--- src/design/rsi_pkg.sv ---
// Package for the reset-state register bank: offsets, masks, reset values, types.
// Assumes a 32-bit APB slave and 8-bit peripheral registers in the low byte.
package rsi_pkg;

  localparam int RSI_PORTS = 9;
  localparam int RSI_MISC = 13;
  localparam int RSI_PORT_A = 0;
  localparam int RSI_PORT_G = 6;
  localparam int RSI_PC_W = 21;
  localparam int RSI_STACK_DEPTH = 31;
  localparam int RSI_SP_W = 5;
  localparam int RSI_ADDR_W = 12;

  // Byte offsets; each bank is one word per port or register
  localparam logic [11:0] RSI_OFF_DIR = 12'h000;
  localparam logic [11:0] RSI_OFF_LAT = 12'h040;
  localparam logic [11:0] RSI_OFF_PIN = 12'h080;
  localparam logic [11:0] RSI_OFF_MISC = 12'h0c0;
  localparam logic [11:0] RSI_OFF_PC = 12'h100;
  localparam logic [11:0] RSI_OFF_SP = 12'h104;
  localparam logic [11:0] RSI_OFF_STKTOP = 12'h108;
  localparam logic [11:0] RSI_OFF_FLAGS = 12'h10c;
  localparam logic [11:0] RSI_OFF_GIE = 12'h110;

  // Ports in order A, B, C, D, E, F, G, H, J
  localparam logic [8:0][7:0] RSI_DIR_MASK =
    {8'hff, 8'hff, 8'hff, 8'hfe, 8'hfb, 8'hff, 8'hff, 8'hff, 8'hff};
  localparam logic [8:0][7:0] RSI_DIR_RST =
    {8'hff, 8'hff, 8'h1f, 8'hfe, 8'hfb, 8'hff, 8'hff, 8'hff, 8'hff};
  localparam logic [8:0][7:0] RSI_LAT_MASK =
    {8'hff, 8'hff, 8'hdf, 8'hfe, 8'hff, 8'hff, 8'hff, 8'hff, 8'hff};
  localparam logic [8:0][7:0] RSI_LAT_CLR =
    {8'h00, 8'h00, 8'hc0, 8'h00, 8'h00, 8'h00, 8'h00, 8'h00, 8'h00};
  localparam logic [8:0][7:0] RSI_PIN_MASK =
    {8'hff, 8'hff, 8'h1f, 8'hfe, 8'hfb, 8'hff, 8'hff, 8'hff, 8'hff};
  localparam logic [7:0] RSI_OSC_BITS = 8'hc0;

  // Misc order: baud ctl1, div high1, div2, ccp ctl 1/2, ccp values 1H 1L 2H 2L,
  // uart2 rx data, tx data, tx status, rx status
  localparam logic [12:0][7:0] RSI_MISC_MASK = {8'hff, 8'hf7, 8'hff, 8'hff,
    8'hff, 8'hff, 8'hff, 8'hff, 8'h3f, 8'h3f, 8'hff, 8'hff, 8'hfb};
  localparam logic [12:0][7:0] RSI_MISC_LOAD = {8'hfe, 8'hf7, 8'hff, 8'hff,
    8'h00, 8'h00, 8'h00, 8'h00, 8'h3f, 8'h3f, 8'hff, 8'hff, 8'hfb};
  localparam logic [12:0][7:0] RSI_MISC_RST = {8'h00, 8'h02, 8'h00, 8'h00,
    8'h00, 8'h00, 8'h00, 8'h00, 8'h00, 8'h00, 8'h00, 8'h00, 8'h40};

  localparam logic [20:0] RSI_VEC_RESET = 21'h000000;
  localparam logic [20:0] RSI_VEC_HIGH = 21'h000008;
  localparam logic [20:0] RSI_VEC_LOW = 21'h000018;

  typedef enum logic [1:0] {
    RSI_CLS_NONE = 2'b00,
    RSI_CLS_POR = 2'b01,
    RSI_CLS_SYS = 2'b11,
    RSI_CLS_WAKE = 2'b10
  } rsi_class_t;

  typedef struct packed {
    logic por;
    logic sys;
    logic wake;
    logic byIrq;
    logic highPri;
  } rsi_event_t;

endpackage : rsi_pkg

--- src/design/rsi_reset_state_init.sv ---
// Reset-state register bank: ports, capture/compare and serial registers
// initialised by reset class, with the wake-up vector and stack handling.
// Assumes an APB master on ref_clk; reset-class strobes are one-cycle pulses
// from logic on ref_clk; port pins are asynchronous.
//
// The address map and the APB interface to the registers were decided locally.
`timescale 1ns/1ps
module rsi_reset_state_init import rsi_pkg::*; (
  input wire logic ref_clk,
  input wire logic rst_n,
  input wire logic psel,
  input wire logic penable,
  input wire logic pwrite,
  input wire logic [11:0] paddr,
  input wire logic [31:0] pwdata,
  input wire logic [3:0] pstrb,
  output logic [31:0] prdata,
  output logic pready,
  output logic pslverr,
  input wire rsi_event_t resetEvent,
  input wire logic oscFreesPins,
  input wire logic [20:0] corePc,
  input wire logic [7:0] wakeCause,
  input wire logic [8:0][7:0] portPins,
  output logic [8:0][7:0] portDirection,
  output logic [8:0][7:0] portLatch,
  output logic [12:0][7:0] periphRegs,
  output rsi_class_t resetClass,
  output logic pcLoad,
  output logic [20:0] pcValue,
  output logic [4:0] stackPointer,
  output logic [7:0] irqFlags,
  output logic [1:0] globalIrqEnable
);
  logic [8:0][7:0] pinRead;
  logic [20:0] stackTop;
  logic [31:0] next_prdata;
  wire logic [12:0][7:0] next_periph;

  // Class decode: power-on outranks other resets, which outrank wake-up
  wire logic isPor = resetEvent.por;
  wire logic isSys = !resetEvent.por && resetEvent.sys;
  wire logic isWake = !resetEvent.por && !resetEvent.sys && resetEvent.wake;
  wire logic anyReset = isPor || isSys;
  wire rsi_class_t next_class = isPor ? RSI_CLS_POR :
                                isSys ? RSI_CLS_SYS :
                                isWake ? RSI_CLS_WAKE : RSI_CLS_NONE;

  // Port A upper pair follows the oscillator mode
  wire logic [7:0] portAEnable = oscFreesPins ? 8'hff : ~RSI_OSC_BITS;

  // Bus decode
  wire logic access = psel && penable && pready;
  wire logic wrEn = access && pwrite && pstrb[0];
  wire logic [7:0] wbyte = pwdata[7:0];
  wire logic [11:0] relDir = paddr - RSI_OFF_DIR;
  wire logic [11:0] relLat = paddr - RSI_OFF_LAT;
  wire logic [11:0] relPin = paddr - RSI_OFF_PIN;
  wire logic [11:0] relMisc = paddr - RSI_OFF_MISC;
  wire logic aligned = paddr[1:0] == 2'b00;
  wire logic hitDir = aligned && paddr >= RSI_OFF_DIR && relDir[11:2] < 10'(RSI_PORTS);
  wire logic hitLat = aligned && paddr >= RSI_OFF_LAT && relLat[11:2] < 10'(RSI_PORTS);
  wire logic hitPin = aligned && paddr >= RSI_OFF_PIN && relPin[11:2] < 10'(RSI_PORTS);
  wire logic hitMisc = aligned && paddr >= RSI_OFF_MISC && relMisc[11:2] < 10'(RSI_MISC);
  wire logic hitPc = paddr == RSI_OFF_PC;
  wire logic hitSp = paddr == RSI_OFF_SP;
  wire logic hitTop = paddr == RSI_OFF_STKTOP;
  wire logic hitFlags = paddr == RSI_OFF_FLAGS;
  wire logic hitGie = paddr == RSI_OFF_GIE;
  wire logic mapped = hitDir || hitLat || hitPin || hitMisc || hitPc || hitSp ||
                      hitTop || hitFlags || hitGie;
  wire logic [3:0] dirIdx = relDir[5:2];
  wire logic [3:0] latIdx = relLat[5:2];
  wire logic [3:0] pinIdx = relPin[5:2];
  wire logic [3:0] miscIdx = relMisc[5:2];
  wire logic [7:0] flagClr = (wrEn && hitFlags) ? wbyte : 8'h00;

  genvar g;
  generate
    for (g = 0; g < RSI_PORTS; g++) begin : gPort
      rsi_port_reg #(
        .DIR_MASK(RSI_DIR_MASK[g]),
        .DIR_RST(RSI_DIR_RST[g]),
        .LAT_MASK(RSI_LAT_MASK[g]),
        .LAT_CLR(RSI_LAT_CLR[g]),
        .PIN_MASK(RSI_PIN_MASK[g])
      ) uPort (
        .ref_clk(ref_clk),
        .rst_n(rst_n),
        .anyReset(anyReset),
        .bitEnable(g == RSI_PORT_A ? portAEnable : 8'hff),
        .wrDir(wrEn && hitDir && dirIdx == 4'(g)),
        .wrLat(wrEn && hitLat && latIdx == 4'(g)),
        .wdata(wbyte),
        .pins(portPins[g]),
        .dir(portDirection[g]),
        .lat(portLatch[g]),
        .pinRead(pinRead[g])
      );
    end

    // Misc registers: reset loads only the bits with a defined value
    for (g = 0; g < RSI_MISC; g++) begin : gMisc
      wire logic hitThis = wrEn && hitMisc && miscIdx == 4'(g);
      wire logic [7:0] keptBits = periphRegs[g] & RSI_MISC_MASK[g] & ~RSI_MISC_LOAD[g];
      wire logic [7:0] resetVal = keptBits | RSI_MISC_RST[g];
      assign next_periph[g] = anyReset ? resetVal : hitThis ? wbyte & RSI_MISC_MASK[g] :
                              periphRegs[g];
    end
  endgenerate

  // One process for the whole bank keeps a single driver on the output
  always_ff @(posedge ref_clk or negedge rst_n) begin
    if (!rst_n) periphRegs <= '0;
    else periphRegs <= next_periph;
  end

  rsi_wake_seq #(
    .DEPTH(RSI_STACK_DEPTH)
  ) uWake (
    .ref_clk(ref_clk),
    .rst_n(rst_n),
    .anyReset(anyReset),
    .ev(resetEvent),
    .gie(globalIrqEnable),
    .corePc(corePc),
    .cause(wakeCause),
    .flagClr(flagClr),
    .pcLoad(pcLoad),
    .pcValue(pcValue),
    .stackPtr(stackPointer),
    .stackTop(stackTop),
    .irqFlags(irqFlags)
  );

  // Portless registers read the direction and latch of a masked-off port A bit as zero
  wire logic [7:0] dirRd = portDirection[dirIdx] & (dirIdx == 4'(RSI_PORT_A) ? portAEnable : 8'hff);
  wire logic [7:0] latRd = portLatch[latIdx] & (latIdx == 4'(RSI_PORT_A) ? portAEnable : 8'hff);

  always_comb begin
    next_prdata = 32'h00000000;
    if (hitDir) next_prdata = {24'h000000, dirRd};
    else if (hitLat) next_prdata = {24'h000000, latRd};
    else if (hitPin) next_prdata = {24'h000000, pinRead[pinIdx]};
    else if (hitMisc) next_prdata = {24'h000000, periphRegs[miscIdx]};
    else if (hitPc) next_prdata = {11'h000, pcValue};
    else if (hitSp) next_prdata = {27'h0000000, stackPointer};
    else if (hitTop) next_prdata = {11'h000, stackTop};
    else if (hitFlags) next_prdata = {24'h000000, irqFlags};
    else if (hitGie) next_prdata = {30'h00000000, globalIrqEnable};
  end

  // One wait state keeps every bus output a plain flip-flop
  always_ff @(posedge ref_clk or negedge rst_n) begin
    if (!rst_n) begin
      pready <= 1'b0;
      prdata <= 32'h00000000;
      pslverr <= 1'b0;
    end else begin
      pready <= psel && penable && !pready;
      if (psel && penable && !pready) begin
        prdata <= pwrite ? 32'h00000000 : next_prdata;
        pslverr <= !mapped;
      end else begin
        pslverr <= 1'b0;
      end
    end
  end

  always_ff @(posedge ref_clk or negedge rst_n) begin
    if (!rst_n) begin
      globalIrqEnable <= 2'b00;
      resetClass <= RSI_CLS_NONE;
    end else begin
      resetClass <= next_class;
      if (anyReset) globalIrqEnable <= 2'b00;
      else if (wrEn && hitGie) globalIrqEnable <= wbyte[1:0];
    end
  end

  property p_baudReset;
    @(posedge ref_clk) disable iff (!rst_n) anyReset |=> periphRegs[0] == RSI_MISC_RST[0];
  endproperty
  a_baudReset: assert property (p_baudReset) else $error("baud control bad reset");

  property p_txStatus;
    @(posedge ref_clk) disable iff (!rst_n) anyReset |=> periphRegs[11] == RSI_MISC_RST[11];
  endproperty
  a_txStatus: assert property (p_txStatus) else $error("tx status bad reset");

  property p_rxStatus;
    @(posedge ref_clk) disable iff (!rst_n)
      anyReset |=> periphRegs[12][7:1] == 7'h00 && periphRegs[12][0] == $past(periphRegs[12][0]);
  endproperty
  a_rxStatus: assert property (p_rxStatus) else $error("rx status bad reset");

  property p_ccpCtl;
    @(posedge ref_clk) disable iff (!rst_n) anyReset |=> periphRegs[3] == 8'h00 && periphRegs[4] == 8'h00;
  endproperty
  a_ccpCtl: assert property (p_ccpCtl) else $error("compare control not cleared");

  property p_wakeKeeps;
    @(posedge ref_clk) disable iff (!rst_n) isWake && !wrEn |=> $stable(periphRegs) && $stable(portDirection);
  endproperty
  a_wakeKeeps: assert property (p_wakeKeeps) else $error("wake changed a register");

  property p_divClear;
    @(posedge ref_clk) disable iff (!rst_n) anyReset |=> periphRegs[1] == 8'h00 ##0 periphRegs[2] == 8'h00
      ##0 periphRegs[9] == 8'h00 ##0 periphRegs[10] == 8'h00;
  endproperty
  a_divClear: assert property (p_divClear) else $error("divisor or data not cleared");

  property p_portGRead;
    @(posedge ref_clk) disable iff (!rst_n) pinRead[RSI_PORT_G][7:5] == 3'b000;
  endproperty
  a_portGRead: assert property (p_portGRead) else $error("port G high bits read one");

  property p_oscBits;
    @(posedge ref_clk) disable iff (!rst_n) !oscFreesPins |-> (pinRead[RSI_PORT_A] & RSI_OSC_BITS) == 8'h00;
  endproperty
  a_oscBits: assert property (p_oscBits) else $error("port A osc bits visible");

  property p_class;
    @(posedge ref_clk) disable iff (!rst_n) resetEvent.por |=> resetClass == RSI_CLS_POR;
  endproperty
  a_class: assert property (p_class) else $error("power-on not classed");

  property p_apbAnswer;
    @(posedge ref_clk) disable iff (!rst_n) psel && penable && !pready |=> pready ##1 !pready;
  endproperty
  a_apbAnswer: assert property (p_apbAnswer) else $error("bus answer timing");

  property p_portGDir;
    @(posedge ref_clk) disable iff (!rst_n)
      anyReset |=> portDirection[RSI_PORT_G] == RSI_DIR_RST[RSI_PORT_G];
  endproperty
  a_portGDir: assert property (p_portGDir) else $error("port G direction bad reset");

  // Undefined latch bits keep their content; only port G's top pair clears
  property p_latKeep;
    @(posedge ref_clk) disable iff (!rst_n)
      anyReset |=> portLatch == ($past(portLatch) & RSI_LAT_MASK & ~RSI_LAT_CLR);
  endproperty
  a_latKeep: assert property (p_latKeep) else $error("latch not kept on reset");

  property p_ccpValKeep;
    @(posedge ref_clk) disable iff (!rst_n) anyReset |=> periphRegs[8:5] == $past(periphRegs[8:5]);
  endproperty
  a_ccpValKeep: assert property (p_ccpValKeep) else $error("compare value lost");

  property p_flagsHold;
    @(posedge ref_clk) disable iff (!rst_n)
      !isWake && !anyReset && !(wrEn && hitFlags) |=> $stable(irqFlags);
  endproperty
  a_flagsHold: assert property (p_flagsHold) else $error("flags moved without cause");

  // Without a global enable a wake must not vector or touch the stack
  property p_noVector;
    @(posedge ref_clk) disable iff (!rst_n)
      isWake && globalIrqEnable == 2'b00 |=> !pcLoad && $stable(stackPointer);
  endproperty
  a_noVector: assert property (p_noVector) else $error("vectored with enables clear");

  property p_resetVector;
    @(posedge ref_clk) disable iff (!rst_n)
      anyReset |=> pcLoad && pcValue == RSI_VEC_RESET && stackPointer == 5'h00;
  endproperty
  a_resetVector: assert property (p_resetVector) else $error("reset vector not loaded");

  property p_sysClass;
    @(posedge ref_clk) disable iff (!rst_n) isSys |=> resetClass == RSI_CLS_SYS;
  endproperty
  a_sysClass: assert property (p_sysClass) else $error("other reset not classed");

  property p_wakeClass;
    @(posedge ref_clk) disable iff (!rst_n) isWake |=> resetClass == RSI_CLS_WAKE;
  endproperty
  a_wakeClass: assert property (p_wakeClass) else $error("wake not classed");

  property p_unmapped;
    @(posedge ref_clk) disable iff (!rst_n)
      psel && penable && !pready && !mapped |=> pslverr && prdata == 32'h00000000;
  endproperty
  a_unmapped: assert property (p_unmapped) else $error("unmapped access answered");

  property p_upperZero;
    @(posedge ref_clk) disable iff (!rst_n) pready |-> prdata[31:21] == 11'h000;
  endproperty
  a_upperZero: assert property (p_upperZero) else $error("upper read bits set");

  property p_dirAMask;
    @(posedge ref_clk) disable iff (!rst_n)
      !oscFreesPins && hitDir && dirIdx == 4'(RSI_PORT_A) && psel && penable && !pready |=>
      (prdata[7:0] & RSI_OSC_BITS) == 8'h00;
  endproperty
  a_dirAMask: assert property (p_dirAMask) else $error("port A direction osc bits read");

  c_por: cover property (@(posedge ref_clk) disable iff (!rst_n) isPor);
  c_sys: cover property (@(posedge ref_clk) disable iff (!rst_n) isSys);
  c_wake: cover property (@(posedge ref_clk) disable iff (!rst_n) isWake ##1 pcLoad);
  c_badAddr: cover property (@(posedge ref_clk) disable iff (!rst_n) pslverr);
endmodule : rsi_reset_state_init

--- src/design/rsi_port_reg.sv ---
// One I/O port: direction and latch storage plus pin synchroniser.
// Assumes reset-class strobes come from the same clock; pins are asynchronous.
`timescale 1ns/1ps
module rsi_port_reg import rsi_pkg::*; #(
  parameter logic [7:0] DIR_MASK = 8'hff,
  parameter logic [7:0] DIR_RST = 8'hff,
  parameter logic [7:0] LAT_MASK = 8'hff,
  parameter logic [7:0] LAT_CLR = 8'h00,
  parameter logic [7:0] PIN_MASK = 8'hff
) (
  input wire logic ref_clk,
  input wire logic rst_n,
  input wire logic anyReset,
  input wire logic [7:0] bitEnable,
  input wire logic wrDir,
  input wire logic wrLat,
  input wire logic [7:0] wdata,
  input wire logic [7:0] pins,
  output logic [7:0] dir,
  output logic [7:0] lat,
  output logic [7:0] pinRead
);
  logic [7:0] sync1, sync2, sync3, pinVal;

  always_ff @(posedge ref_clk or negedge rst_n) begin
    if (!rst_n) begin
      dir <= 8'h00;
      lat <= 8'h00;
    end else if (anyReset) begin
      dir <= DIR_RST;
      lat <= lat & LAT_MASK & ~LAT_CLR;
    end else begin
      if (wrDir) dir <= wdata & DIR_MASK;
      if (wrLat) lat <= wdata & LAT_MASK;
    end
  end

  // Three stages; a change counts once the last two agree
  always_ff @(posedge ref_clk or negedge rst_n) begin
    if (!rst_n) begin
      sync1 <= 8'h00;
      sync2 <= 8'h00;
      sync3 <= 8'h00;
      pinVal <= 8'h00;
    end else begin
      sync1 <= pins;
      sync2 <= sync1;
      sync3 <= sync2;
      pinVal <= (sync2 & ~(sync2 ^ sync3)) | (pinVal & (sync2 ^ sync3));
    end
  end

  assign pinRead = pinVal & PIN_MASK & bitEnable;

  property p_dirReset;
    @(posedge ref_clk) disable iff (!rst_n) anyReset |=> dir == DIR_RST;
  endproperty
  a_dirReset: assert property (p_dirReset) else $error("dir not reset");

  property p_dirHold;
    @(posedge ref_clk) disable iff (!rst_n) !anyReset && !wrDir |=> $stable(dir);
  endproperty
  a_dirHold: assert property (p_dirHold) else $error("dir moved");

  property p_latClr;
    @(posedge ref_clk) disable iff (!rst_n) anyReset |=> (lat & ~(LAT_MASK & ~LAT_CLR)) == 8'h00;
  endproperty
  a_latClr: assert property (p_latClr) else $error("latch not cleared");

  property p_unimpl;
    @(posedge ref_clk) disable iff (!rst_n) (dir & ~DIR_MASK) == 8'h00 && (pinRead & ~PIN_MASK) == 8'h00;
  endproperty
  a_unimpl: assert property (p_unimpl) else $error("unimplemented bit set");
endmodule : rsi_port_reg

--- src/design/rsi_wake_seq.sv ---
// Wake-up sequencing: cause flags, vector load and program-counter stack push.
// Assumes the core supplies its current program counter each cycle.
`timescale 1ns/1ps
module rsi_wake_seq import rsi_pkg::*; #(
  parameter int DEPTH = RSI_STACK_DEPTH
) (
  input wire logic ref_clk,
  input wire logic rst_n,
  input wire logic anyReset,
  input wire rsi_event_t ev,
  input wire logic [1:0] gie,
  input wire logic [20:0] corePc,
  input wire logic [7:0] cause,
  input wire logic [7:0] flagClr,
  output logic pcLoad,
  output logic [20:0] pcValue,
  output logic [4:0] stackPtr,
  output logic [20:0] stackTop,
  output logic [7:0] irqFlags
);
  logic [20:0] stack [DEPTH];
  wire logic wakeEv = ev.wake && !anyReset;
  wire logic vectorWake = wakeEv && ev.byIrq && (gie != 2'b00);
  wire logic canPush = stackPtr < 5'(DEPTH);

  always_ff @(posedge ref_clk or negedge rst_n) begin
    if (!rst_n) begin
      pcLoad <= 1'b0;
      pcValue <= RSI_VEC_RESET;
      stackPtr <= 5'h00;
    end else if (anyReset) begin
      pcLoad <= 1'b1;
      pcValue <= RSI_VEC_RESET;
      stackPtr <= 5'h00;
    end else begin
      pcLoad <= vectorWake;
      if (vectorWake) begin
        pcValue <= ev.highPri ? RSI_VEC_HIGH : RSI_VEC_LOW;
        if (canPush) stackPtr <= stackPtr + 5'h01;
      end
    end
  end

  always_ff @(posedge ref_clk) begin
    if (vectorWake && canPush && !anyReset) stack[stackPtr] <= corePc;
  end

  // Set wins over a software clear in the same cycle
  always_ff @(posedge ref_clk or negedge rst_n) begin
    if (!rst_n) irqFlags <= 8'h00;
    else if (anyReset) irqFlags <= 8'h00;
    else irqFlags <= (irqFlags & ~flagClr) | (wakeEv ? cause : 8'h00);
  end

  assign stackTop = (stackPtr == 5'h00) ? 21'h000000 : stack[stackPtr - 5'h01];

  property p_vector;
    @(posedge ref_clk) disable iff (!rst_n) vectorWake |=>
      pcLoad && pcValue == ($past(ev.highPri) ? RSI_VEC_HIGH : RSI_VEC_LOW);
  endproperty
  a_vector: assert property (p_vector) else $error("wrong vector");

  property p_push;
    @(posedge ref_clk) disable iff (!rst_n) vectorWake && canPush |=>
      stackPtr == $past(stackPtr) + 5'h01 ##0 stackTop == $past(corePc);
  endproperty
  a_push: assert property (p_push) else $error("stack push missing");

  property p_cause;
    @(posedge ref_clk) disable iff (!rst_n) wakeEv |=> (irqFlags & $past(cause)) == $past(cause);
  endproperty
  a_cause: assert property (p_cause) else $error("wake cause not flagged");

  c_vectorWake: cover property (@(posedge ref_clk) disable iff (!rst_n) vectorWake);
endmodule : rsi_wake_seq

--- config.mk ---
export PLATFORM = sky130hd
export DESIGN_NAME = rsi_reset_state_init
export DESIGN_NICKNAME = d
export VERILOG_FILES = /design/src/design/rsi_pkg.sv /design/src/design/rsi_reset_state_init.sv /design/src/design/rsi_port_reg.sv /design/src/design/rsi_wake_seq.sv
export SDC_FILE = /design/constraint.sdc
export NUM_CORES = 1
export LEC_CHECK = 0
export ABC_CLOCK_PERIOD_IN_PS = 3800
export BUFFER_PORTS_ARGS = -buffer_cell sky130_fd_sc_hd__buf_4
export CELL_PAD_IN_SITES_DETAIL_PLACEMENT = 0
export CELL_PAD_IN_SITES_GLOBAL_PLACEMENT = 1
export CORE_MARGIN = 5
export CORE_UTILIZATION = 50
export DETAILED_ROUTE_END_ITERATION = 7
export PLACE_DENSITY = 0.87
export SLEW_MARGIN = 20
export SYNTH_ARGS = -nofsm -noshare
export SYNTH_HDL_FRONTEND = slang
export SYNTH_SLANG_ARGS = --single-unit
--- constraint.sdc ---
create_clock -name ref_clk -period 3.8 [get_ports ref_clk]
set_input_delay 0.38 -clock ref_clk [delete_from_list [all_inputs] [get_ports ref_clk]]
set_output_delay 0.38 -clock ref_clk [all_outputs]
set_load 0.1 [all_outputs]
# [Word level (Yosys, flattened, before mapping)]
# Memory sizes are Yosys's and may differ from the RTL's.
# Cells that the tools add are included.
[op_classes] add_sub_neg=5 mul=0 n_div=0 order_cmp=13 eq_ne=33 shift=0 n_mux=80 bitwise=52 reduce_logical=115
[ops] op="two-way mux 8 bit" count=48
[ops] op="two-way mux 32 bit" count=9
[ops] op="bitwise AND 8 bit" count=22
[ops] op="binary-select mux 8 bit (select 4 bit)" count=4
[ops] op="inverter 8 bit" count=10
[ops] op="bitwise OR 8 bit" count=10
[ops] op="XOR 8 bit" count=9
[ops] op="two-way mux 21 bit" count=3
[ops] op="== test 12 x 9 -> 1 bit (second input constant)" count=5
[ops] op="logical AND 1 bit" count=57
[ops] op="== test 4 x 3 -> 1 bit (second input constant)" count=12
[ops] op="nonzero test 2 bit" count=24
[ops] op="less-than comparator 10 x 4 -> 1 bit (second input constant)" count=4
[ops] op="AND reduction 2 bit" count=15
[ops] op="== test 4 bit (second input constant)" count=7
[ops] op="== test 4 x 2 -> 1 bit (second input constant)" count=6
[ops] op="greater-or-equal comparator 12 x 8 -> 1 bit (second input constant)" count=2
[ops] op="subtractor 12 x 8 -> 12 bit (second input constant)" count=2
[ops] op="less-than comparator 4 x 5 -> 1 bit (second input constant)" count=4
[ops] op="two-way mux 5 bit" count=4
[ops] op="== test 4 x 1 -> 1 bit (second input constant)" count=3
[ops] op="greater-or-equal comparator 12 x 1 -> 1 bit (second input constant)" count=1
[ops] op="greater-or-equal comparator 12 x 7 -> 1 bit (second input constant)" count=1
[ops] op="logical NOT 4 bit" count=3
[ops] op="11 further kinds" count=33
[word_totals] register_bits=609 latch_bits=0 mem_bits_rw=651 mem_bits_ro=0 output_inout_bits=321 word_cells=378 n_memories=1
[memory_table] memory="uWake.stack" depth=31 word_bits=21 rd=1 rd_clocked_by_memory_dff=0 write_ports=1 line="rsi_wake_seq.sv:21" rtl="logic [20:0] stack [DEPTH];"

# [Logic depth before layout (Yosys ltp)]
# Gate-level depths: netlist of run 1.
[logic_depth] depth_word=13 mapped_depth=13 ltp_nobuf=8

# [Hierarchy]
# Synthesis of run 1 repeated with hierarchy kept, for this count alone.
[hier_totals] hier_cells=2944 area_unflattened_um2=49077.1
[modules_own_cells] module="rsi_wake_seq" instances=1 cells_each=1262 area_each_um2=26385.3
[modules_own_cells] module="rsi_port_reg (gPort[0].uPort ...)" instances=6 cells_each=92 area_each_um2=1615.3
[modules_own_cells] module="rsi_reset_state_init" instances=1 cells_each=881 area_each_um2=8827.2
[modules_own_cells] module="rsi_port_reg (gPort[4].uPort)" instances=1 cells_each=86 area_each_um2=1475.2
[modules_own_cells] module="rsi_port_reg (gPort[5].uPort)" instances=1 cells_each=85 area_each_um2=1453.9
[modules_own_cells] module="rsi_port_reg (gPort[6].uPort)" instances=1 cells_each=78 area_each_um2=1243.7

# [Least setup slack after synthesis of run 1]
# Ideal clock, no wire load.
[synth_timing] kind="flip-flop to flip-flop" startpoint="register uWake.stackPtr[0]" endpoint="register prdata[7]" arrival_time_ns=3.726 path_slack_ns=-0.058 path_stages_with_launch=13 n_path_buf=4 synth_period_minus_slack_ns=3.858 path_cell_list="dfrtp_1 buf_2 buf_2 inv_1 ha_1 xor2_1 buf_2 buf_2 mux4_2 mux2i_1 mux2i_1 o221ai_1 nand3_1"
[synth_via] elab_chain_cells=11 elab_cells_between_ends=12 cone_classes="add/sub: 1; mux: 9; reduce/logical: 1; memory: 1"
[synth_rtl] item="start, declared" line="rsi_wake_seq.sv:17" rtl="output logic [4:0] stackPtr,"
[synth_rtl] item="start signal, assigned" line="rsi_wake_seq.sv:39" rtl="if (canPush) stackPtr <= stackPtr + 5'h01;"
[synth_rtl] item="subtractor 5 x 1 -> 5 bit" line="rsi_wake_seq.sv:55" rtl="assign stackTop = (stackPtr == 5'h00) ? 21'h000000 : stack[stackPtr - 5'h01];"
[synth_rtl] item="memory (31 x 21 bit)"
[synth_rtl] item="two-way mux 21 bit *" line="rsi_wake_seq.sv:55"
[synth_rtl] item="two-way mux 32 bit *" line="rsi_reset_state_init.sv:148" rtl="else if (hitTop) next_prdata = {11'h000, stackTop};"
[synth_rtl] item="two-way mux 32 bit *" line="rsi_reset_state_init.sv:147" rtl="else if (hitSp) next_prdata = {27'h0000000, stackPointer};"
[synth_rtl] item="two-way mux 32 bit *" line="rsi_reset_state_init.sv:146" rtl="else if (hitPc) next_prdata = {11'h000, pcValue};"
[synth_rtl] item="two-way mux 32 bit *" line="rsi_reset_state_init.sv:145" rtl="else if (hitMisc) next_prdata = {24'h000000, periphRegs[miscIdx]};"
[synth_rtl] item="two-way mux 32 bit *" line="rsi_reset_state_init.sv:144" rtl="else if (hitPin) next_prdata = {24'h000000, pinRead[pinIdx]};"
[synth_rtl] item="two-way mux 32 bit *" line="rsi_reset_state_init.sv:143" rtl="else if (hitLat) next_prdata = {24'h000000, latRd};"
[synth_rtl] item="two-way mux 32 bit *" line="rsi_reset_state_init.sv:142" rtl="if (hitDir) next_prdata = {24'h000000, dirRd};"
[synth_rtl] item="two-way mux 32 bit *" line="rsi_reset_state_init.sv:162" rtl="prdata <= pwrite ? 32'h00000000 : next_prdata;"
[synth_rtl] item="end signal, assigned" line="rsi_reset_state_init.sv:162"
[synth_rtl] item="end, declared" line="rsi_reset_state_init.sv:17" rtl="output logic [31:0] prdata,"
# Every way passes the cells marked *; elsewhere a longest branch is shown, timed or not.
# A chain may end at the register's enable or synchronous reset.

# [Worst setup path in the final report of run 1]
[layout_timing] startpoint="register uWake.stackPtr[0]" endpoint="register prdata[3]"
# The elaborated chain is that of the path after synthesis.

==> impl_metrics.json, run 1 <==
{
  "slew_viol_final": 0,
  "leakagePower_nw": 21.9,
  "grt.total_usage_pct": 27.2,
  "drtAntennaViolNets": 0,
  "fp.dieH_um": 317,
  "grt_pass1_vias": 28900,
  "fin_skew_ps": 46.6,
  "r2r.worst_path.cells": 8,
  "drt_iter0_drc": 3388,
  "die_w_um": 317,
  "portBuffers": 408,
  "status": "completed",
  "sw_frac_of_total_pct": 22.1,
  "wl_mm": 139,
  "clockBufferDepth": 3,
  "seq_area_frac_synth_pct": 70.5,
  "synth_fa_ha_area_share_pct": 1.63,
  "route.detailed.drc": 0,
  "postSynthAreaPerCell_um2": 16.3,
  "critical_path.max_fanout": 7,
  "htreeDepth": 3,
  "dieArea_um2": 101000,
  "synth_edf_count": 651,
  "max_slew_margin_pct": 21.4,
  "worstHoldPathCells": 3,
  "fin_crit_ps": 3440,
  "synthMuxAreaShare_pct": 14.4,
  "start_kind": "flip-flop",
  "setup_tns_ps": 0,
  "grt_max_degree": 101,
  "finalCritPeriodShare_pct": 90.4,
  "comb_power_share_pct": 4.3,
  "ys_types": 78,
  "synth_top_family_by_area": "multiplexers",
  "holdCritPathClass": "in2reg",
  "wire_per_inst_um": 29.1,
  "ys_seq_elements": 1200,
  "internal-power_mw": 21.2,
  "synth-compound-area-share_pct": 4.79,
  "cts_sinks": 1200,
  "yosys.area_share.simple_pct": 6.12,
  "clk_pin_slew_ps": 60,
  "clkPwrFrac_pct": 44.0,
  "rsz0062_at_grt": "false",
  "ioPinCount": 481,
  "cts_tree": "built",
  "vias": 28900,
  "rows": 112,
  "gr-total-overflow": 0,
  "yosys.area_share.xor_xnor_pct": 0.185,
  "syn_inst": 2901,
  "ir_drop_uv": 396,
  "area_delta_synth_final_pct": 20.6,
  "finalNetCount": 3604,
  "fmax_mhz": 291,
  "yosysWarningCount": 0,
  "drive_gt1_share_pct": 29.8,
  "clock_latency_ps": 730,
  "core_area_um2": 93600,
  "worst_slew_pin_slew_ps": 1180,
  "hold_slack_ps": 35.2,
  "dp.final_hpwl_mm": 89.9,
  "p_seq_share_pct": 51.7,
  "gp_congestion": 0.883,
  "finalHoldViolCount": 0,
  "start_util_pct": 50.5,
  "grt_pass1_wl_mm": 201,
  "max-cap-violations": 0,
  "drtPass1Iterations": 5,
  "clock-root-buffer": "clkbuf_16",
  "crit_type": "reg2reg",
  "fill_cells": 6811,
  "routed_via_density": 6.02,
  "p_per_area_nw_per_um2": 477,
  "power_switching_mw": 6.02,
  "cts_setup_buffers": 0,
  "cp-end-kind": "flip-flop",
  "syn_area_um2": 47200,
  "report.final.setup_viol": 0,
  "cts_buffers": 117,
  "required_ps": 4460,
  "arrival_ps": 4100,
  "synth_flop_cell": "edfxtp_1",
  "async_flop_share_pct": 45.8,
  "antenna_found_initial": 11
}
## sequential cells by signal, indices dropped and copies added (netlist names), 2 cells and up
signal / flops
gMisc.keptBits: 32
gPort.uPort.dir: 70
gPort.uPort.lat: 70
gPort.uPort.pinVal: 67
gPort.uPort.sync1: 67
gPort.uPort.sync2: 67
gPort.uPort.sync3: 67
globalIrqEnable: 2
periphRegs: 66
prdata: 21
resetClass: 2
uWake.irqFlags: 8
uWake.pcValue: 2
uWake.stack: 651
uWake.stackPtr: 5
## final cells by class
| cell class | instances | area, um2 | share of cell area [%] |
|---|---|---|---|
| repair buffers | 591 | 4860 | 8.54 |
| inverters | 20 | 75.1 | 0.132 |
| diodes | 8 | 20.0 | 0.0352 |
| well taps | 1254 | 1570 | 2.76 |
| flip-flops and latches | 1200 | 33300 | 58.5 |
| clock inverters | 51 | 674 | 1.18 |
| multi-input cells | 1506 | 13100 | 23.0 |
| clock buffers | 163 | 3330 | 5.85 |
## Yosys cell counts (5+ instances only)
master	count	area share [%]
edfxtp_1	651	41
dfrtp_1	549	29
nand2_1	286	2.3
mux4_2	196	9.3
nor2_1	153	1.2
mux2i_1	136	2.9
clkbuf_1	98	0.78
o211ai_1	94	1.5
mux2_2	87	2.1
nand3_1	73	0.77
o21ai_0	73	0.77
maj3_1	67	1.4
buf_2	57	0.60
a21oi_1	49	0.52
buf_4	46	0.73
nor3_1	22	0.23
inv_1	18	0.14
a32oi_1	15	0.28
o22ai_1	14	0.19
buf_1	12	0.095
nand3b_1	11	0.17
a211oi_1	10	0.16
nand2b_1	9	0.12
a22oi_1	8	0.13
ha_1	8	0.21
nand2_2	8	0.11
a31oi_1	7	0.093
or2_2	7	0.093
a221oi_1	6	0.11
nand4_1	6	0.079
nor2b_1	6	0.079
xor2_1	6	0.11
and2_1	5	0.066
and3_1	5	0.066
nor3_2	5	0.11
nor3b_1	5	0.079
nor4_4	5	0.23
o221ai_1	5	0.093
or3_1	5	0.066
## power by group through the flow
| stage | Sequential (mW) | Combinational, mW | Clock [mW] |
|---|---|---|---|
| floorplan | 14.3 | 0.530 | 0 |
| global placement | 14.3 | 1.08 | 0 |
| detailed placement | 14.3 | 1.09 | 0 |
| CTS | 14.0 | 1.17 | 12.1 |
| global route | 14.0 | 1.24 | 12.7 |
| finish | 14.0 | 1.18 | 12.0 |
## stage by stage
stage | total power, mW | utilization [%] | setup slack, ps | area (um2) | instances
after global routing | 28.0 | 60.8 | 249 | 56900 | 4792
after global placement | 15.4 | 55.6 | 576 | 52000 | 4484
final | 27.2 | 60.8 | 363 | 56900 | 4793
after floorplan | 14.8 | - | 266 | 47400 | 2940
after detailed placement | 15.4 | 55.6 | 555 | 52000 | 4484
after CTS | 27.3 | 60.8 | 451 | 56900 | 4785
## per-layer routing
metal  track usage, %  part of all wire (%)  wire [um]
met1             35.7                    37      52000
met2             44.3                    48      67400
met3             5.76                   9.3      13000
met4             12.3                   5.0       7030
met5                0                 0.019         27
## cell usage in the layout, fill, tap and decap left out, drive strengths merged, types with 9 or more instances in the layout
master,n
nor2,153
bufinv,11
inv,22
maj3,67
o22ai,14
o211ai,94
a32oi,15
o21ai,73
nand2b,9
conb,40
nand3b,11
edfxtp,651
a21oi,50
nor3,30
dfrtp,549
a211oi,11
buf,504
mux4,196
mux2i,136
nand3,74
nand2,295
mux2,91
clkbuf,163
clkinv,35
dlygate4sd3,87
## worst paths after layout
check / startpoint / endpoint / slack (ps)
max: uWake.stackPtr[0]$_DFFE_PN0P_ / prdata[3]$_DFFE_PN0P_ / 360
min: resetEvent[2] / uWake.irqFlags[3]$_DFF_PN0_ / 40
max reg2reg: uWake.stackPtr[0]$_DFFE_PN0P_ / prdata[3]$_DFFE_PN0P_ / 360
min reg2reg: gPort[6].uPort.sync1[0]$_DFF_PN0_ / gPort[6].uPort.sync2[0]$_DFF_PN0_ / 340
max in group asynchronous: rst_n / gPort[1].uPort.sync2[2]$_DFF_PN0_ / 2430
min in group asynchronous: rst_n / periphRegs[36]$_DFFE_PN0P_ / 320
## worst max-delay path, stage by stage (launching register included)
cell and delay (ps):
dfrtp_4 520, inv_1 260, ha_1 380, nor3b_1 490, xor2_1 580, nand3_1 420
a211oi_1 420, o311ai_0 190, nand3_1 110
## cell families after synthesis
kind of cell / after synthesis
flip-flops: 1200
AND/OR/NAND/NOR: 628
multiplexers: 423
AO/OA/AOI/OAI: 330
buffers and inverters: 234
adder cells (fa/ha/maj): 75
XOR/XNOR: 10
other: 1
## repair_timing
action,in CTS,in global routing
hold endpoints to repair,168,0
hold buffers,87,0
gates resized for setup,0,0
Note: power is estimated with default switching activity, not from simulation.
==> run 2: changes to the inputs <==
--- a/config.mk
+++ b/config.mk
@@ -12,6 +12,7 @@
 export CORE_MARGIN = 5
 export CORE_UTILIZATION = 50
 export DETAILED_ROUTE_END_ITERATION = 7
+export GPL_TIMING_DRIVEN = 0
 export PLACE_DENSITY = 0.87
 export SLEW_MARGIN = 20
 export SYNTH_ARGS = -nofsm -noshare
==> impl_metrics.json, run 2 (same netlist as run 1, synthesis figures left out) <==
{
  "violations": "negative setup slack",
  "htreeDepth": 3,
  "grt_pass1_vias": 30200,
  "finalInstanceArea_um2": 57800,
  "fin_crit_ps": 3820,
  "regArea_um2": 33300,
  "routed_via_density": 6.20,
  "portBuffers": 397,
  "finalNetCount": 3736,
  "comb_power_share_pct": 4.7,
  "cts_sinks": 1200,
  "drive_gt1_share_pct": 29.9,
  "antenna_found_initial": 11,
  "critical_path.max_fanout": 21,
  "leakagePower_nw": 22.2,
  "rsz0062_at_grt": "false",
  "route.detailed.drc": 0,
  "worstHoldPathCells": 1,
  "start_util_pct": 50.5,
  "gp_congestion": 0.990,
  "grt_pass1_wl_mm": 218,
  "grt_max_degree": 104,
  "wire_per_inst_um": 31.4,
  "fin_skew_ps": 51.4,
  "crit_family": "simple AND/OR/NAND/NOR gates",
  "final_cells": 4936,
  "top_regs": "uWake.stack (651), gPort.uPort.dir (70), gPort.uPort.lat (70)",
  "cpPeakStageDelay_ps": 850,
  "dieArea_um2": 101000,
  "crit_path_top_delay_cell": "nor2_4",
  "mostFrequentLayoutCells": "651 x edfxtp_1, 548 x dfrtp_1, 452 x buf_4, 285 x nand2_1, 196 x mux4_2",
  "timing.rr.end": "uWake.stack[10][13]$_DFFE_PP_",
  "drtAntennaViolNets": 0,
  "finish.utilization_pct": 61.8,
  "grt.total_usage_pct": 30.2,
  "internal-power_mw": 21.0,
  "gr-total-overflow": 0,
  "sw_frac_of_total_pct": 22.8,
  "max_slew_margin_pct": 24.2,
  "finalCritPeriodShare_pct": 101,
  "cp-end-kind": "flip-flop",
  "p_seq_share_pct": 51.6,
  "power_switching_mw": 6.20,
  "holdPathEnd": "uWake.stack[10][4]$_DFFE_PP_",
  "core_area_um2": 93600,
  "layout_setup_ws_ps": -20.4,
  "clockBufferDepth": 3,
  "cts_buffers": 114,
  "worst_slew_pin_slew_ps": 1130,
  "place_ws_ps": -1200,
  "ioPinCount": 481,
  "largest_reg_flops": 651,
  "die_w_um": 317,
  "vias": 30600,
  "clkPwrFrac_pct": 43.7,
  "fmax_mhz": 262,
  "clk_pin_slew_ps": 60,
  "worst-path-buf-inv": 1,
  "p_per_area_nw_per_um2": 470,
  "fp.dieH_um": 317,
  "clock_latency_ps": 750,
  "arrival_ps": 4180,
  "drtPass1Iterations": 6,
  "cts_tree": "built",
  "crit_type": "reg2reg",
  "status": "finished with violations",
  "slew_viol_final": 0,
  "drt_iter0_drc": 3940,
  "mostFrequentLayoutCell": "edfxtp_1",
  "dp.final_hpwl_mm": 106,
  "placed_area_um2": 52900,
  "rows": 112,
  "ir_drop_uv": 415,
  "largest_register": "uWake.stack",
  "r2r_slack_ps": -20,
  "fill_cells": 6722,
  "area_delta_synth_final_pct": 22.5,
  "report.final.setup_viol": 16,
  "start_kind": "flip-flop",
  "min-delay-start": "corePc[4]",
  "total_power_mw": 27.2,
  "finalHoldViolCount": 0,
  "holdCritPathClass": "in2reg",
  "r2r.worst_path.cells": 6,
  "max-cap-violations": 0,
  "clock-root-buffer": "clkbuf_16",
  "required_ps": 4160,
  "dp_cells": 4621,
  "multi_input_area_um2": 13300,
  "cp_cell_sequence": "o211ai_1, or2_2, clkbuf_1, a21oi_2, nand2_1, nor2_4",
  "regToRegStartpoint": "globalIrqEnable[0]$_DFFE_PN0P_",
  "wl_mm": 155
}
run 2: cell types whose count changed in the layout (fill, tap and decap cells not counted), sizes merged:
| cell | before | now |
|---|---|---|
| buf | 504 | 543 |
| bufinv | 11 | 12 |
| inv | 22 | 23 |
| dlygate4sd3 | 87 | 80 |
| nor2 | 153 | 155 |
| clkbuf | 163 | 255 |
| clkinvlp | 3 | 4 |
| diode | 8 | 13 |
| clkinv | 35 | 44 |
run 2: per-layer routing:
layer  vias up  global-route usage, %  part of all wire (%)
met4         0                   17.4                   7.1
met1     15600                   38.5                    35
met5         -                      0                     0
li1      12300                      -                     -
met2      2145                   47.8                    47
met3       519                   7.32                    11
run 2: repair_timing:
action | 4_1_cts | 5_1_grt
hold endpoints to repair | 147 | 0
gates resized for setup | 37 | 10
endpoints found under the setup margin | 22 | 174
buffers inserted | 4 | 0
cloned | 0 | 2
hold buffers | 80 | 0
pin swaps | 4 | 6
run 2: how the worst max path moves through the flow:
| stage | from | to | cells past startpoint |
|---|---|---|---|
| 4_1_cts | resetEvent[4] | uWake.stack[10][12]$_DFFE_PP_ | 9 |
| 6_report | globalIrqEnable[0]$_DFFE_PN0P_ | uWake.stack[10][13]$_DFFE_PP_ | 6 |
| 5_1_grt | uWake.stackPtr[0]$_DFFE_PN0P_ | prdata[5]$_DFFE_PN0P_ | 10 |
| 2_1_floorplan | uWake.stackPtr[0]$_DFFE_PN0P_ | prdata[7]$_DFFE_PN0P_ | 12 |
| 3_5_place_dp | uWake.stackPtr[0]$_DFFE_PN0P_ | prdata[4]$_DFFE_PN0P_ | 12 |
| 3_3_place_gp | rst_n | uWake.stackPtr[0]$_DFFE_PN0P_ | 1 |
run 2: final cells by class:
class	instances	area share, %
sequential	1200	57.5
multi-input combinational	1508	23.0
timing repair buffer	511	7.90
clock buffer	154	5.49
tap	1254	2.71
buffer	213	1.92
clock inverter	63	1.27
inverter	20	0.136
antenna	13	0.0562
run 2: power by group through the flow:
stage	logic (mW)	clock network, mW	registers (mW)
floorplan	0.530	0	14.3
global placement	1.14	0	14.3
detailed placement	1.18	0	14.3
CTS	1.26	11.9	14.0
global route	1.34	12.5	14.1
finish	1.28	11.9	14.0
run 2: metrics by stage:
| stage | setup TNS [ps] | hold slack [ps] |
|---|---|---|
| 2_1_floorplan | 0 | 84.4 |
| 3_3_place_gp | -2504910 | 331 |
| 3_5_place_dp | -34920 | 335 |
| 4_1_cts | 0 | 24.4 |
| 5_1_grt | 0 | 53.6 |
| 6_report | -132 | 56.1 |
